## config.mk

```make
export PLATFORM = sky130hd
export DESIGN_NAME = mode_ctrl
export DESIGN_NICKNAME = d
export VERILOG_FILES = /design/src/rtl/mode_ctrl_pkg.sv /design/src/rtl/cmd_gate.sv /design/src/rtl/mode_ctrl.sv
export VERILOG_INCLUDE_DIRS = /design/src /design/src/rtl
export SDC_FILE = /design/constraint.sdc
export NUM_CORES = 1
export LEC_CHECK = 0
export BUFFER_PORTS_ARGS = -buffer_cell sky130_fd_sc_hd__buf_2
export CAP_MARGIN = 20
export CORE_MARGIN = 3
export CORE_UTILIZATION = 25
export CTS_CLUSTER_SIZE = 14
export DETAILED_ROUTE_END_ITERATION = 8
export PLACE_DENSITY = 0.53
export SKIP_CTS_REPAIR_TIMING = 1
export SLEW_MARGIN = 20
export SYNTH_ARGS = -nofsm -noshare
export SYNTH_HDL_FRONTEND = slang
export SYNTH_SLANG_ARGS = --single-unit
export TNS_END_PERCENT = 5
```

## constraint.sdc

```tcl
create_clock -name clk -period 3.42 [get_ports clk]
set_clock_uncertainty 0.05 [all_clocks]
set_input_delay 0.171 -clock clk [delete_from_list [all_inputs] [get_ports clk]]
set_output_delay 0.171 -clock clk [all_outputs]
set_load 0.005 [all_outputs]
```

## src/rtl/mode_ctrl_cfg.svh

```systemverilog
// Timing and value constants for the operating-mode controller
`ifndef MODE_CTRL_CFG_SVH
`define MODE_CTRL_CFG_SVH

// ----------------------------------------
// Fault pulse and reset values
// ----------------------------------------
`define FAULT_LEN 2'h3
`define FAULT_CNT_ZERO 2'h0
`define FAULT_CNT_ONE 2'h1
`define BIT_CLR 1'b0
`define BIT_SET 1'b1

`endif

```

## src/rtl/mode_ctrl_pkg.sv

```systemverilog
// Types shared by the operating-mode controller files
package mode_ctrl_pkg;

  // ----------------------------------------
  // Debug command kinds
  // ----------------------------------------
  typedef enum logic [2:0] {
    cmd_mem,
    cmd_mem_status,
    cmd_dbg_reg,
    cmd_background,
    cmd_cpu_reg,
    cmd_trace,
    cmd_go
  } cmd_kind_t;

  // ----------------------------------------
  // Operating modes
  // ----------------------------------------
  typedef enum logic [2:0] {
    mode_run,
    mode_background,
    mode_trace,
    mode_wait,
    mode_stop
  } mode_t;

  // ----------------------------------------
  // Carriers
  // ----------------------------------------
  typedef struct packed {
    logic valid;
    cmd_kind_t kind;
  } dbg_cmd_t;

  typedef struct packed {
    logic done;
    logic accepted;
    logic low_power_err;
  } dbg_resp_t;

  typedef struct packed {
    logic instr_boundary;
    logic wait_exec;
    logic stop_exec;
    logic irq_req;
  } core_evt_t;

endpackage : mode_ctrl_pkg

```

## src/rtl/cmd_gate.sv

```systemverilog
// Per-mode acceptance of background debug commands
module cmd_gate
  import mode_ctrl_pkg::*;
(
  // Mode and command
  input mode_t mode,
  input dbg_cmd_t cmd,
  // Decision
  output logic accept,
  output logic low_power_err,
  output logic access_ok
);

  // ----------------------------------------
  // Command classes
  // ----------------------------------------
  wire nonintrusive = (cmd.kind == cmd_mem) || (cmd.kind == cmd_mem_status) ||
                      (cmd.kind == cmd_dbg_reg) || (cmd.kind == cmd_background); // RULE3
  wire is_mem = (cmd.kind == cmd_mem) || (cmd.kind == cmd_mem_status);
  wire low_power = (mode == mode_wait) || (mode == mode_stop);
  wire runs = (mode == mode_run) || (mode == mode_trace);

  // ----------------------------------------
  // Gating
  // ----------------------------------------
  wire wait_ok = (cmd.kind == cmd_background) || (cmd.kind == cmd_mem_status); // RULE9
  wire stop_ok = (cmd.kind == cmd_mem_status);
  assign accept = cmd.valid && ((mode == mode_background) || // RULE4
                                (runs && nonintrusive) || // RULE2
                                ((mode == mode_wait) && wait_ok) ||
                                ((mode == mode_stop) && stop_ok));
  assign low_power_err = accept && low_power && (cmd.kind == cmd_mem_status); // RULE10
  assign access_ok = accept && is_mem && !low_power;

endmodule : cmd_gate

```

## src/rtl/mode_ctrl.sv

```systemverilog
// Operating-mode controller with background debug command gating
// Operation
// (RULE1) Entering background mode suspends the processor and awaits debug commands.
// (RULE2) Non-intrusive commands are accepted in run mode and background mode.
// (RULE3) Non-intrusive: memory, memory with status, debug registers, enter background.
// (RULE4) Background-class commands execute only in background mode.
// (RULE5) Background class: processor register access, single-step trace, resume.
// (RULE6) Wait instruction gates the processor clock off.
// (RULE7) Entering wait clears the interrupt mask bit.
// (RULE8) Interrupt wakes wait mode and starts the stacking sequence.
// (RULE9) Wait mode accepts only enter-background and memory-with-status commands.
// (RULE10) Memory-with-status in stop or wait returns low-power error, no access.
// (RULE11) Enter-background command in wait wakes chip into background mode.
// (RULE12) Stop instruction enters one of two stop modes only when enabled.
// (RULE13) Stop mode halts every internal clock.
// (RULE14) Stop instruction with stop disabled raises a reset fault, no stop.
// (RULE15) Forced background from run takes effect at an instruction boundary.
module mode_ctrl
  import mode_ctrl_pkg::*;
(
  // Clock and reset
  input wire logic clk,
  input wire logic reset,
  // Core events
  input core_evt_t core_evt,
  // System options
  input wire logic stop_enable_bit,
  input wire logic stop_deep_sel,
  // Decoded commands from the background debug controller
  input dbg_cmd_t dbg_cmd,
  // Answer to the background debug controller
  output dbg_resp_t dbg_resp,
  // Core control
  output logic cpu_hold,
  output logic cpu_clk_en,
  output logic clocks_halted,
  output logic stop_deep,
  output logic imask_clear,
  output logic stack_start,
  output logic resume_pulse,
  output logic trace_step,
  // Access strobes
  output logic mem_access_en,
  output logic cpu_reg_access,
  output logic dbg_reg_access,
  // Fault
  output logic stop_fault_reset
);

  `include "mode_ctrl_cfg.svh"

  // ----------------------------------------
  // State
  // ----------------------------------------
  mode_t mode_ff, nxt_mode;
  logic bg_pend_ff;
  logic stop_deep_ff;
  logic imask_clear_ff, stack_start_ff, resume_ff, trace_ff;
  logic mem_acc_ff, cpu_reg_ff, dbg_reg_ff;
  logic [1:0] fault_cnt_ff, nxt_fault_cnt;
  dbg_resp_t resp_ff, nxt_resp;

  // ----------------------------------------
  // Command gating
  // ----------------------------------------
  logic cmd_accept, cmd_lp_err, cmd_access_ok;

  cmd_gate u_gate (
    .mode(mode_ff),
    .cmd(dbg_cmd),
    .accept(cmd_accept),
    .low_power_err(cmd_lp_err),
    .access_ok(cmd_access_ok)
  );

  wire take_bg = cmd_accept && (dbg_cmd.kind == cmd_background);
  wire take_go = cmd_accept && (dbg_cmd.kind == cmd_go);
  wire take_trace = cmd_accept && (dbg_cmd.kind == cmd_trace);
  wire take_cpu_reg = cmd_accept && (dbg_cmd.kind == cmd_cpu_reg);
  wire take_dbg_reg = cmd_accept && (dbg_cmd.kind == cmd_dbg_reg);

  // ----------------------------------------
  // Mode transitions
  // ----------------------------------------
  wire in_run = (mode_ff == mode_run);
  wire in_wait = (mode_ff == mode_wait);
  wire in_stop = (mode_ff == mode_stop);
  wire run_stop_ok = in_run && core_evt.stop_exec && stop_enable_bit; // RULE12
  wire run_stop_bad = in_run && core_evt.stop_exec && !stop_enable_bit; // RULE14
  wire run_wait = in_run && !core_evt.stop_exec && core_evt.wait_exec; // RULE6
  wire run_bg = in_run && !core_evt.stop_exec && !core_evt.wait_exec &&
                core_evt.instr_boundary && (bg_pend_ff || take_bg); // RULE15
  wire wait_bg = in_wait && take_bg; // RULE11
  wire irq_wake = (in_wait && !take_bg && core_evt.irq_req) || (in_stop && core_evt.irq_req); // RULE8
  wire trace_done = (mode_ff == mode_trace) && core_evt.instr_boundary;
  wire pend_set = take_bg && in_run && !run_bg;
  // Any entry into background consumes a pending request
  wire pend_clr = run_bg || wait_bg;

  always_comb begin
    nxt_mode = mode_ff;
    unique case (mode_ff)
      mode_run: begin
        if (run_stop_ok) begin
          nxt_mode = mode_stop;
        end else if (run_wait) begin
          nxt_mode = mode_wait;
        end else if (run_bg) begin
          nxt_mode = mode_background; // RULE1
        end
      end
      mode_background: begin
        if (take_go) begin
          nxt_mode = mode_run; // RULE5
        end else if (take_trace) begin
          nxt_mode = mode_trace; // RULE5
        end
      end
      mode_trace: begin
        if (trace_done) begin
          nxt_mode = mode_background;
        end
      end
      mode_wait: begin
        if (wait_bg) begin
          nxt_mode = mode_background;
        end else if (irq_wake) begin
          nxt_mode = mode_run;
        end
      end
      mode_stop: begin
        if (irq_wake) begin
          nxt_mode = mode_run;
        end
      end
    endcase
  end

  // ----------------------------------------
  // Answer and fault counter
  // ----------------------------------------
  always_comb begin
    nxt_resp.done = dbg_cmd.valid;
    nxt_resp.accepted = cmd_accept;
    nxt_resp.low_power_err = cmd_lp_err; // RULE10
  end

  always_comb begin
    nxt_fault_cnt = fault_cnt_ff;
    if (run_stop_bad) begin
      nxt_fault_cnt = `FAULT_LEN; // RULE14
    end else if (fault_cnt_ff != `FAULT_CNT_ZERO) begin
      nxt_fault_cnt = fault_cnt_ff - `FAULT_CNT_ONE;
    end
  end

  // ----------------------------------------
  // Registers
  // ----------------------------------------
  always_ff @(posedge clk) begin
    if (reset) begin
      mode_ff <= mode_run;
      bg_pend_ff <= `BIT_CLR;
      stop_deep_ff <= `BIT_CLR;
      fault_cnt_ff <= `FAULT_CNT_ZERO;
      resp_ff <= '0;
    end else begin
      mode_ff <= nxt_mode;
      bg_pend_ff <= pend_set || (bg_pend_ff && !pend_clr); // RULE15
      stop_deep_ff <= run_stop_ok ? stop_deep_sel : stop_deep_ff; // RULE12
      fault_cnt_ff <= nxt_fault_cnt;
      resp_ff <= nxt_resp;
    end
  end

  always_ff @(posedge clk) begin
    if (reset) begin
      imask_clear_ff <= `BIT_CLR;
      stack_start_ff <= `BIT_CLR;
      resume_ff <= `BIT_CLR;
      trace_ff <= `BIT_CLR;
    end else begin
      imask_clear_ff <= run_wait; // RULE7
      stack_start_ff <= irq_wake; // RULE8
      resume_ff <= (mode_ff == mode_background) && (take_go || take_trace); // RULE5
      trace_ff <= (mode_ff == mode_background) && take_trace;
    end
  end

  always_ff @(posedge clk) begin
    if (reset) begin
      mem_acc_ff <= `BIT_CLR;
      cpu_reg_ff <= `BIT_CLR;
      dbg_reg_ff <= `BIT_CLR;
    end else begin
      mem_acc_ff <= cmd_access_ok; // RULE10
      cpu_reg_ff <= take_cpu_reg; // RULE4
      dbg_reg_ff <= take_dbg_reg; // RULE3
    end
  end

  // ----------------------------------------
  // Outputs
  // ----------------------------------------
  assign dbg_resp = resp_ff;
  assign cpu_hold = (mode_ff == mode_background); // RULE1
  assign cpu_clk_en = !(in_wait || in_stop); // RULE6
  assign clocks_halted = in_stop; // RULE13
  assign stop_deep = stop_deep_ff;
  assign imask_clear = imask_clear_ff;
  assign stack_start = stack_start_ff;
  assign resume_pulse = resume_ff;
  assign trace_step = trace_ff;
  assign mem_access_en = mem_acc_ff;
  assign cpu_reg_access = cpu_reg_ff;
  assign dbg_reg_access = dbg_reg_ff;
  assign stop_fault_reset = (fault_cnt_ff != `FAULT_CNT_ZERO);
endmodule : mode_ctrl

```

* Yosys cells after proc, flatten, opt, wreduce, memory -nomap -nowiden
Index checks and enable logic that the tools add are counted.
** Cells by class
- Add/subtract/negate cells :: 1
- Reductions and logical operators :: 57
- Equality and inequality tests :: 13
- Multiplexer cells :: 11
** Operators by type and width (number)
- 1-bit logical AND :: 31
- 3-bit 2-to-1 mux :: 8
- 3-bit case mux with 5 select lines :: 1
- 1-bit logical OR :: 14
- 3-bit by 2-bit == test with 1-bit output (second input constant) :: 4
- 3-bit == test (second input constant) :: 4
- 1-bit logical NOT :: 7
- 3-bit by 1-bit == test with 1-bit output (second input constant) :: 2
- 3-bit logical NOT :: 2
- 2-bit 2-to-1 mux :: 2
- 4-bit by 1-bit inequality test with 1-bit output (second input constant) :: 1
- 2-bit nonzero test :: 2
- 3-bit by 1-bit inequality test with 1-bit output (second input constant) :: 1
- 3-bit AND reduction :: 1
- 2-bit inequality test (second input constant) :: 1
- 2-bit by 1-bit subtractor with 2-bit output (second input constant) :: 1
** Storage, ports and cells
- Register bits :: 17
- Output and inout port bits :: 15
- Bits of input ports :: 12
- Word-level logic and storage cells :: 96

* Depth between registers and ports, before layout
Gate-level depths: netlist of run 1.
- Depth in word-level cells :: 17
- Mapped depth :: 7
- Mapped depth without buffers :: 6

* Hierarchy
A second synthesis of run 1 with hierarchy kept.
** Second synthesis, totals
- Cells, all modules :: 97
- Area, all modules :: 860.8 um^2
** By module, submodules not included
- mode_ctrl :: cells each 84, sequential area each 340.3 um^2, instances 1, area an instance 768.2 um^2
- cmd_gate :: cells each 13, sequential area each 0.0 um^2, instances 1, area an instance 92.6 um^2

* Worst setup path after synthesis of run 1
Ideal clock, no wire load.
- Path kind :: register to register
- Start point :: reg mode_ff[0]
- End point :: reg bg_pend_ff
- Period minus slack after synthesis :: 1.405 ns
- Path slack :: 2.015 ns
- Data arrival time :: 1.236 ns
- Data required time :: 3.251 ns
- Library setup time :: 0.119 ns
- Cell stages (with the launch flop) :: 7
- Buffers on the path :: 1
- Cells stage by stage :: dfxtp_1 buf_4 nor2b_4 nand2b_4 inv_2 o2111ai_2 o221a_2
** Between the ends
- Elaborated cells on any way between the ends :: 27
- Those cells by class :: 4 x eq/ne; 23 x reduce/logical
** RTL lines
- start, declared :: RTL line mode_ctrl.sv:55 : mode_t mode_ff, nxt_mode;
- start signal, assigned :: RTL line mode_ctrl.sv:162 : mode_ff <= mode_run;
- start signal, assigned :: RTL line mode_ctrl.sv:168 : mode_ff <= nxt_mode;
- 3-bit by 1-bit == test with 1-bit output *
- named net cpu_hold :: RTL line mode_ctrl.sv:34 : output logic cpu_hold,
- 1-bit logical OR * :: RTL line cmd_gate.sv:28 : assign accept = cmd.valid && ((mode == mode_background) ||
- 1-bit logical OR * :: RTL line cmd_gate.sv:29 : (runs && nonintrusive) ||
- 1-bit logical OR * :: RTL line cmd_gate.sv:30 : ((mode == mode_wait) && wait_ok) ||
- 1-bit logical AND * :: RTL line cmd_gate.sv:28
- 1-bit logical AND * :: RTL line mode_ctrl.sv:76 : wire take_bg = cmd_accept && (dbg_cmd.kind == cmd_background);
- 1-bit logical OR :: RTL line mode_ctrl.sv:92 : core_evt.instr_boundary && (bg_pend_ff || take_bg);
- 1-bit logical AND :: RTL line mode_ctrl.sv:92
- 1-bit logical OR :: RTL line mode_ctrl.sv:98 : wire pend_clr = run_bg || wait_bg;
- 1-bit logical NOT :: RTL line mode_ctrl.sv:169 : bg_pend_ff <= pend_set || (bg_pend_ff && !pend_clr);
- 1-bit logical AND :: RTL line mode_ctrl.sv:169
- 1-bit logical OR * :: RTL line mode_ctrl.sv:169
- end signal, assigned :: RTL line mode_ctrl.sv:163 : bg_pend_ff <= `BIT_CLR;
- end signal, assigned :: RTL line mode_ctrl.sv:169
- end, declared :: RTL line mode_ctrl.sv:56 : logic bg_pend_ff;
Mark *: on every way through the listed nets, which the timed path passes. The rest lies on a longest branch.
A chain may end at the register's enable or synchronous reset.

* Worst setup path in the final report of run 1
- Start point :: reg mode_ff[0]
- End point :: out cpu_clk_en
** Between the ends
- Longest elaborated chain between the ends :: 3
- Elaborated cells on any way between the ends :: 4
- Those cells by class :: 2 x eq/ne; 2 x reduce/logical
** Ends and longest elaborated chain
- 3-bit by 2-bit == test with 1-bit output / 3-bit == test (equally long branches) :: RTL line mode_ctrl.sv:86, mode_ctrl.sv:87
- 1-bit logical OR * :: RTL line mode_ctrl.sv:207 : assign cpu_clk_en = !(in_wait || in_stop);
- 1-bit logical NOT * :: RTL line mode_ctrl.sv:207
- end, declared :: RTL line mode_ctrl.sv:35 : output logic cpu_clk_en,
Mark *: on every way between the ends. The rest lies on a longest branch, timed or not.

==> results of run 1 <==
[cells in the mapped netlist (2+ instances only)]
library cell / number
nor2_1: 8
nor4b_1: 2
inv_1: 5
nor3b_1: 2
or3_1: 2
nand3_1: 3
a21oi_1: 8
dfxtp_1: 17
xor2_1: 2
nor3_1: 5
mux2_2: 2
and2_1: 2
nand2_1: 4
nand2b_1: 3
[power by group through the flow]
stage / combinational [uW] / clock (uW) / sequential [uW]
finish: 225 / 112 / 260
global route: 258 / 128 / 264
CTS: 228 / 117 / 260
global placement: 221 / 0 / 262
floorplan: 190 / 0 / 242
detailed placement: 226 / 0 / 265
[worst paths after layout]
kind                            from                        to  cells after the start
min                       dbg_cmd[1]  mem_access_en$_SDFF_PP0_                      2
max reg2reg  mode_ff[0]$_SDFFE_PP0P_     bg_pend_ff$_SDFF_PP0_                      5
max          mode_ff[0]$_SDFFE_PP0P_                cpu_clk_en                      5
min reg2reg   stop_deep$_SDFFE_PP0P_    stop_deep$_SDFFE_PP0P_                      2
[flip-flops by register name, summed over array words and instances, names as in the netlist]
signal	cells
dbg_reg_access	1
mem_access_en	1
stop_deep	1
stack_start	1
resume_pulse	1
dbg_resp	3
trace_step	1
imask_clear	1
mode_ff	3
cpu_reg_access	1
bg_pend_ff	1
fault_cnt_ff	2
[area by class of cell]
cell class | count | area share, %
Tap cell | 44 | 5.23
Sequential cell | 17 | 32.3
Clock buffer | 3 | 2.14
Multi-Input combinational cell | 66 | 45.1
Clock inverter | 1 | 0.713
Inverter | 6 | 2.14
Timing Repair Buffer | 26 | 12.4
[per-stage QoR]
step	hold WS, ns	setup slack (ns)
after global placement	0.358	1.77
after detailed placement	0.373	1.73
final	0.0554	1.68
after CTS	0.0463	1.63
after global routing	0.0467	1.49
after floorplan	0.197	2.01
[layer usage]
layer	vias up	GRT usage, %	wire (um)
met3	2	1.04	68
li1	381	-	-
met4	0	5.54	30
met2	13	18.4	994
met5	-	0	0
met1	358	12.3	915
[cells by family after synthesis]
kind of cell    Yosys count  synth area share [%]
compound gates           20                  19.5
xor+xnor                  2                  2.05
fa+ha+maj                 1                  1.46
buf+inv                   9                  4.54
flops                    17                  39.8
mux                       3                  3.81
simple gates             40                  28.8
[critical path, stage by stage, from the launching register on]
cell and delay, ns:
dfxtp_1 0.59, nor2_1 0.09, nand2_1 0.12, inv_1 0.07
a21oi_1 0.20, buf_2 0.16
[cells in the final DEF (no fill, tap or decap), types with 2 or more instances in the layout]
cell type  count
dfxtp_1       17
nand2b_1       3
clkbuf_4       3
buf_2         26
mux2_2         2
or3_1          2
nand2_1        4
and2_1         2
nor2_1         8
nand3_1        3
xor2_1         2
inv_1          5
nor3b_1        2
a21oi_1        8
nor4b_1        2
nor3_1         5
==> summary.txt, run 1 <==
Run status
  – Status: finished, final reports clean

Timing
  – Slew HR: a little over two thirds
  – RSZ-0062 raised after global routing: no
  – Final Hold Viols: 0
  – Setup Viol. Count Final: 0
  – Worst slew pin tran: 0.453 ns
  – Final Cycle Share: 51.0%
  – Fmax: approximately 570 MHz
  – Post-route setup TNS: 0 ns
  – Max-slew violation count: 0
  – Minimum clock period: 1.74 ns

Pwr
  – Lkg Pwr: 0.000451 uW
  – Switching power: 217 uW
  – Logic pwr share: between 30 and 40%
  – Sw Ratio: 36.4%
  – Worst IR Drop VDD: 0.000132 V
  – Total power: between 500 and 600 uW
  – Internal power: 379 uW
  – Seq pwr share: 43.5%
  – Clock power frac: 18.8%
  – Pwr dens: 567 nW/um2

GRT
  – Grt total ovfl: 0
  – Largest net degree at the start of global routing: 15
  – GRT Util Overall: 10.4%
  – Global-route wire length before repair: 3370 um
  – Initial antenna violation count: 0
  – Vias in the first global route: 754

Flow run
  – Maxcap violations: 0

Placement
  – Port buffer count: 26
  – Routability Congestion: 0.807
  – Detailed placer's ending HPWL: about 1600 um
  – Area after DPL: 1020 um2
  – DP Cell Count: 159

Finish
  – Area grow syn2layout: 23.3%
  – Fin cells: 163
  – NumNets Final: between 100 and 150
  – Fillers: 357
  – Post-route cell area: between 1000 and 1500 um2
  – Area of the multi-input gates: 475 um2
  – Final Util: 33.4%
  – Register Area: 340 um2
  – Share of cells above drive strength 1: a little over a third
  – Number of diodes: 0

Synth
  – Async SR Flop Fraction: 0%
  – Mean Syn Cell Area: 9.29 um2
  – Area leader, netlist: dfxtp_1
  – Yosys warnings: 0
  – Sequential share of the synthesized area: 39.8%
  – Post-Synthesis Net Count: 105
  – Synth area leaders: dfxtp_1 40%, a21oi_1 4.7%, nor2_1 3.5%
  – Flop and latch count out of synthesis: 17
  – Mapped Cells: 92
  – EDFF count, synth: 0
  – Post-synthesis cell type count: 41
  – Top_reg_cell synth: dfxtp_1
  – Area of the mapped netlist: 855 um2
  – Post-synth top area share: ~40%

Route
  – WL per Instance: 12.3 um
  – Residual DRC: 0
  – Vias after detailed routing: between 700 and 800
  – Vias/cell: 4.63
  – Detail Route Antenna Nets: 0
  – Initial DRT Pass Iterations: 4
  – DRT iter0 DRCs: 33
  – Wirelength, routed: ~2000 um

Floorplan
  – DIE AREA: 4160 um2
  – Core area: ~3200 um2
  – Starting density of the core: 27.1%
  – Core Rows: 20
  – Ports: 27
  – Die Span X: 64.5 um
  – Die height: 64.5 um

Clocking
  – Cts bufs inserted: 3
  – CTS root buffer: clkbuf_4
  – Worst-Skew Late Latency: 0.30 ns
  – Clock Sinks: 17
  – CTS clk-pin slew, worst paths: between 0.1 and 0.15 ns
  – CTS max path bufs: 2
  – CTS tree: done
  – Max H-tree Level: 1

Setup path
  – CP Max Fanout: 10
  – Critical path class: reg -> out
  – Startpoint types: flip-flop
  – Nature of the critical path endpoint: output port
  – R2r setup slk: 1.70 ns
  – Critical Path RT: 3.20 ns
  – Crit path DAT: 1.52 ns

Worst hold path
  – Worst min path class: in -> reg
(Power assumes the default switching activity.)
==> run 2, diff against run 1 <==
- clock period: 3.42 -> 1.8 ns (I/O delays scaled with it)
==> run 2 against run 1 <==
The flow now finishes with violations (negative hold slack). Register-to-register slack got worse by 1.5 ns. Combinational power increased by 99%. Sequential share of layout area decreased by 0.95 points. Power increased by 94%. Flip-flop and latch count unchanged. First-iteration DRC count decreased by 9.1%. Die area unchanged. Cell area increased by 3.8%. Utilization increased by 1.3 points. Clock power increased by 96%. Worst hold slack got worse by 0.072 ns.
==> summary.txt, run 2 (synthesized netlist as in run 1, its figures left out) <==
Placement
  – Area after DPL: 1030 um2
  – Routability Congestion: 0.799
  – Detailed placer's ending HPWL: 1510 um
  – Port buffer count: 26

Pwr
  – Pwr dens: 1060 nW/um2
  – Worst IR Drop VDD: 0.000227 V
  – Lkg Pwr: 0.000468 uW

Route
  – Top Metal Used: met4
  – Met3 Routed Length: 71 um
  – Detail Route Antenna Nets: 0
  – Vias after detailed routing: 751
  – Metal2 WL: 974 um
  – Initial DRT Pass Iterations: 4
  – Residual DRC: 0
  – Wirelength, routed: 1980 um
  – DRT iter0 DRCs: 30
  – Vias/cell: 4.50
  – WL per Instance: approximately 12 um
  – M1 wire length: 872 um

Timing
  – Final Hold Viols: 1
  – Hold WS: -0.0167 ns
  – Fmax: roughly 600 MHz
  – Minimum clock period: 1.64 ns
  – Final Cycle Share: around nine tenths
  – Post-route setup TNS: 0 ns
  – Slew HR: ~73%
  – Max-slew violation count: 0
  – Worst slew pin tran: 0.402 ns
  – Setup Viol. Count Final: 0
  – RSZ-0062 raised after global routing: no

Clocking
  – Clock Sinks: 17
  – Max H-tree Level: 1
  – Cts bufs inserted: 3
  – CTS max path bufs: 2
  – CTS clk-pin slew, worst paths: 0.12 ns
  – CTS tree: done
  – CTS root buffer: clkbuf_4
  – Worst-Skew Late Latency: around 0.31 ns

Setup path
  – RR Endpoint: mode_ff[1]$_SDFFE_PP0P_
  – FF-to-FF path depth: 6
  – Buffers plus inverters on the worst setup path: 1
  – Reg2Reg Launch Point: mode_ff[2]$_SDFFE_PP0P_
  – CP cell instances: nor2b_4, nand2b_4, inv_2, o2111ai_2, nand3_1, o31ai_2
  – Max incr delay on CP: 0.59 ns
  – Nature of the critical path endpoint: flip-flop
  – Critical Path RT: 1.96 ns
  – Startpoint types: flip-flop
  – Crit path max-delay cell type: dfxtp_1
  – R2r setup slk: 0.16 ns
  – Crit path DAT: 1.80 ns
  – Delay-heaviest family, CP: flip-flops
  – Critical path class: reg -> reg
  – CP Max Fanout: 8

Floorplan
  – DIE AREA: slightly above 4000 um2
  – Die height: 64.5 um
  – Core Rows: 20
  – Starting density of the core: a little over a quarter
  – Core area: 3150 um2
  – Ports: 27
  – Die Span X: ~64 um

Finish
  – Most frequent cells in the layout: 26 x buf_2, 15 x dfxtp_1, 8 x nor2_1, 8 x a21oi_1
  – Area grow syn2layout: 28.0%
  – NumNets Final: 137
  – Post-route cell area: around 1100 um2
  – Number of diodes: 0
  – Share of cells above drive strength 1: 36.6%
  – Most common cell after layout, fill and taps aside: buf_2

GRT
  – Initial antenna violation count: 0
  – Vias in the first global route: between 700 and 800
  – GRT Util Overall: 10.4%
  – Global-route wire length before repair: 3350 um
  – Grt total ovfl: 0
  – Largest net degree at the start of global routing: 15

Flow run
  – Maxcap violations: 0

Run status
  – Status: finished, violations left
  – Failing checks: negative hold slack

Worst hold path
  – Hold endpoint: stop_deep$_SDFFE_PP0P_
  – Hold_sp: stop_deep_sel
  – Worst min path class: in -> reg
  – Hold path depth: 3
[run 2: cell types whose count changed in the layout (fill, tap and decap cells not counted), sizes merged]
cell	before	now
buf	26	27
dlygate4sd3	0	3
[run 2: worst max-delay path by stage]
stage | cells after the start | slack (ns) | endpoint | startpoint
CTS | 5 | 0.12 | mode_ff[1]$_SDFFE_PP0P_ | mode_ff[0]$_SDFFE_PP0P_
global placement | 5 | 0.15 | bg_pend_ff$_SDFF_PP0_ | mode_ff[0]$_SDFFE_PP0P_
detailed placement | 5 | 0.14 | bg_pend_ff$_SDFF_PP0_ | mode_ff[0]$_SDFFE_PP0P_
finish | 6 | 0.16 | mode_ff[1]$_SDFFE_PP0P_ | mode_ff[2]$_SDFFE_PP0P_
global route | 6 | 0.01 | mode_ff[1]$_SDFFE_PP0P_ | mode_ff[2]$_SDFFE_PP0P_
floorplan | 6 | 0.39 | bg_pend_ff$_SDFF_PP0_ | mode_ff[0]$_SDFFE_PP0P_
[run 2: worst register-to-register path, delay by kind of cell, from the launching register on]
family	cells	cell delay, ns
flops	1	0.59
compound gates	2	0.47
simple gates	3	0.37
buf+inv	1	0.07
[run 2: stage by stage]
stage,util (%),hold WS [ns],cells,setup WS [ns],power [uW]
floorplan,-,0.116,92,0.395,820
global placement,32.7,0.277,160,0.152,935
detailed placement,32.7,0.293,160,0.141,947
CTS,33.7,-0.0344,164,0.115,1160
global route,34.7,0.0127,167,0.0109,1260
finish,34.7,-0.0167,167,0.160,1160
[run 2: routing by layer]
metal | GRT usage, % | vias up
li1 | - | 386
met2 | 16.6 | 21
met3 | 1.21 | 4
met4 | 7.92 | 0
met5 | 0 | -
met1 | 12.8 | 340
[run 2: power breakdown]
part	switching (uW)	total, uW	internal, uW
Sequential	64.0	493	430
Clock	134	219	84.8
Combinational	219	448	229
[run 2: final cells by class]
type,instances,area (um2)
sequential,17,343
clock inverter,1,7.51
clock buffer,3,22.5
tap,44,55.1
inverter,6,22.5
multi-input combinational,66,475
timing repair buffer,30,168
fill,352,2060
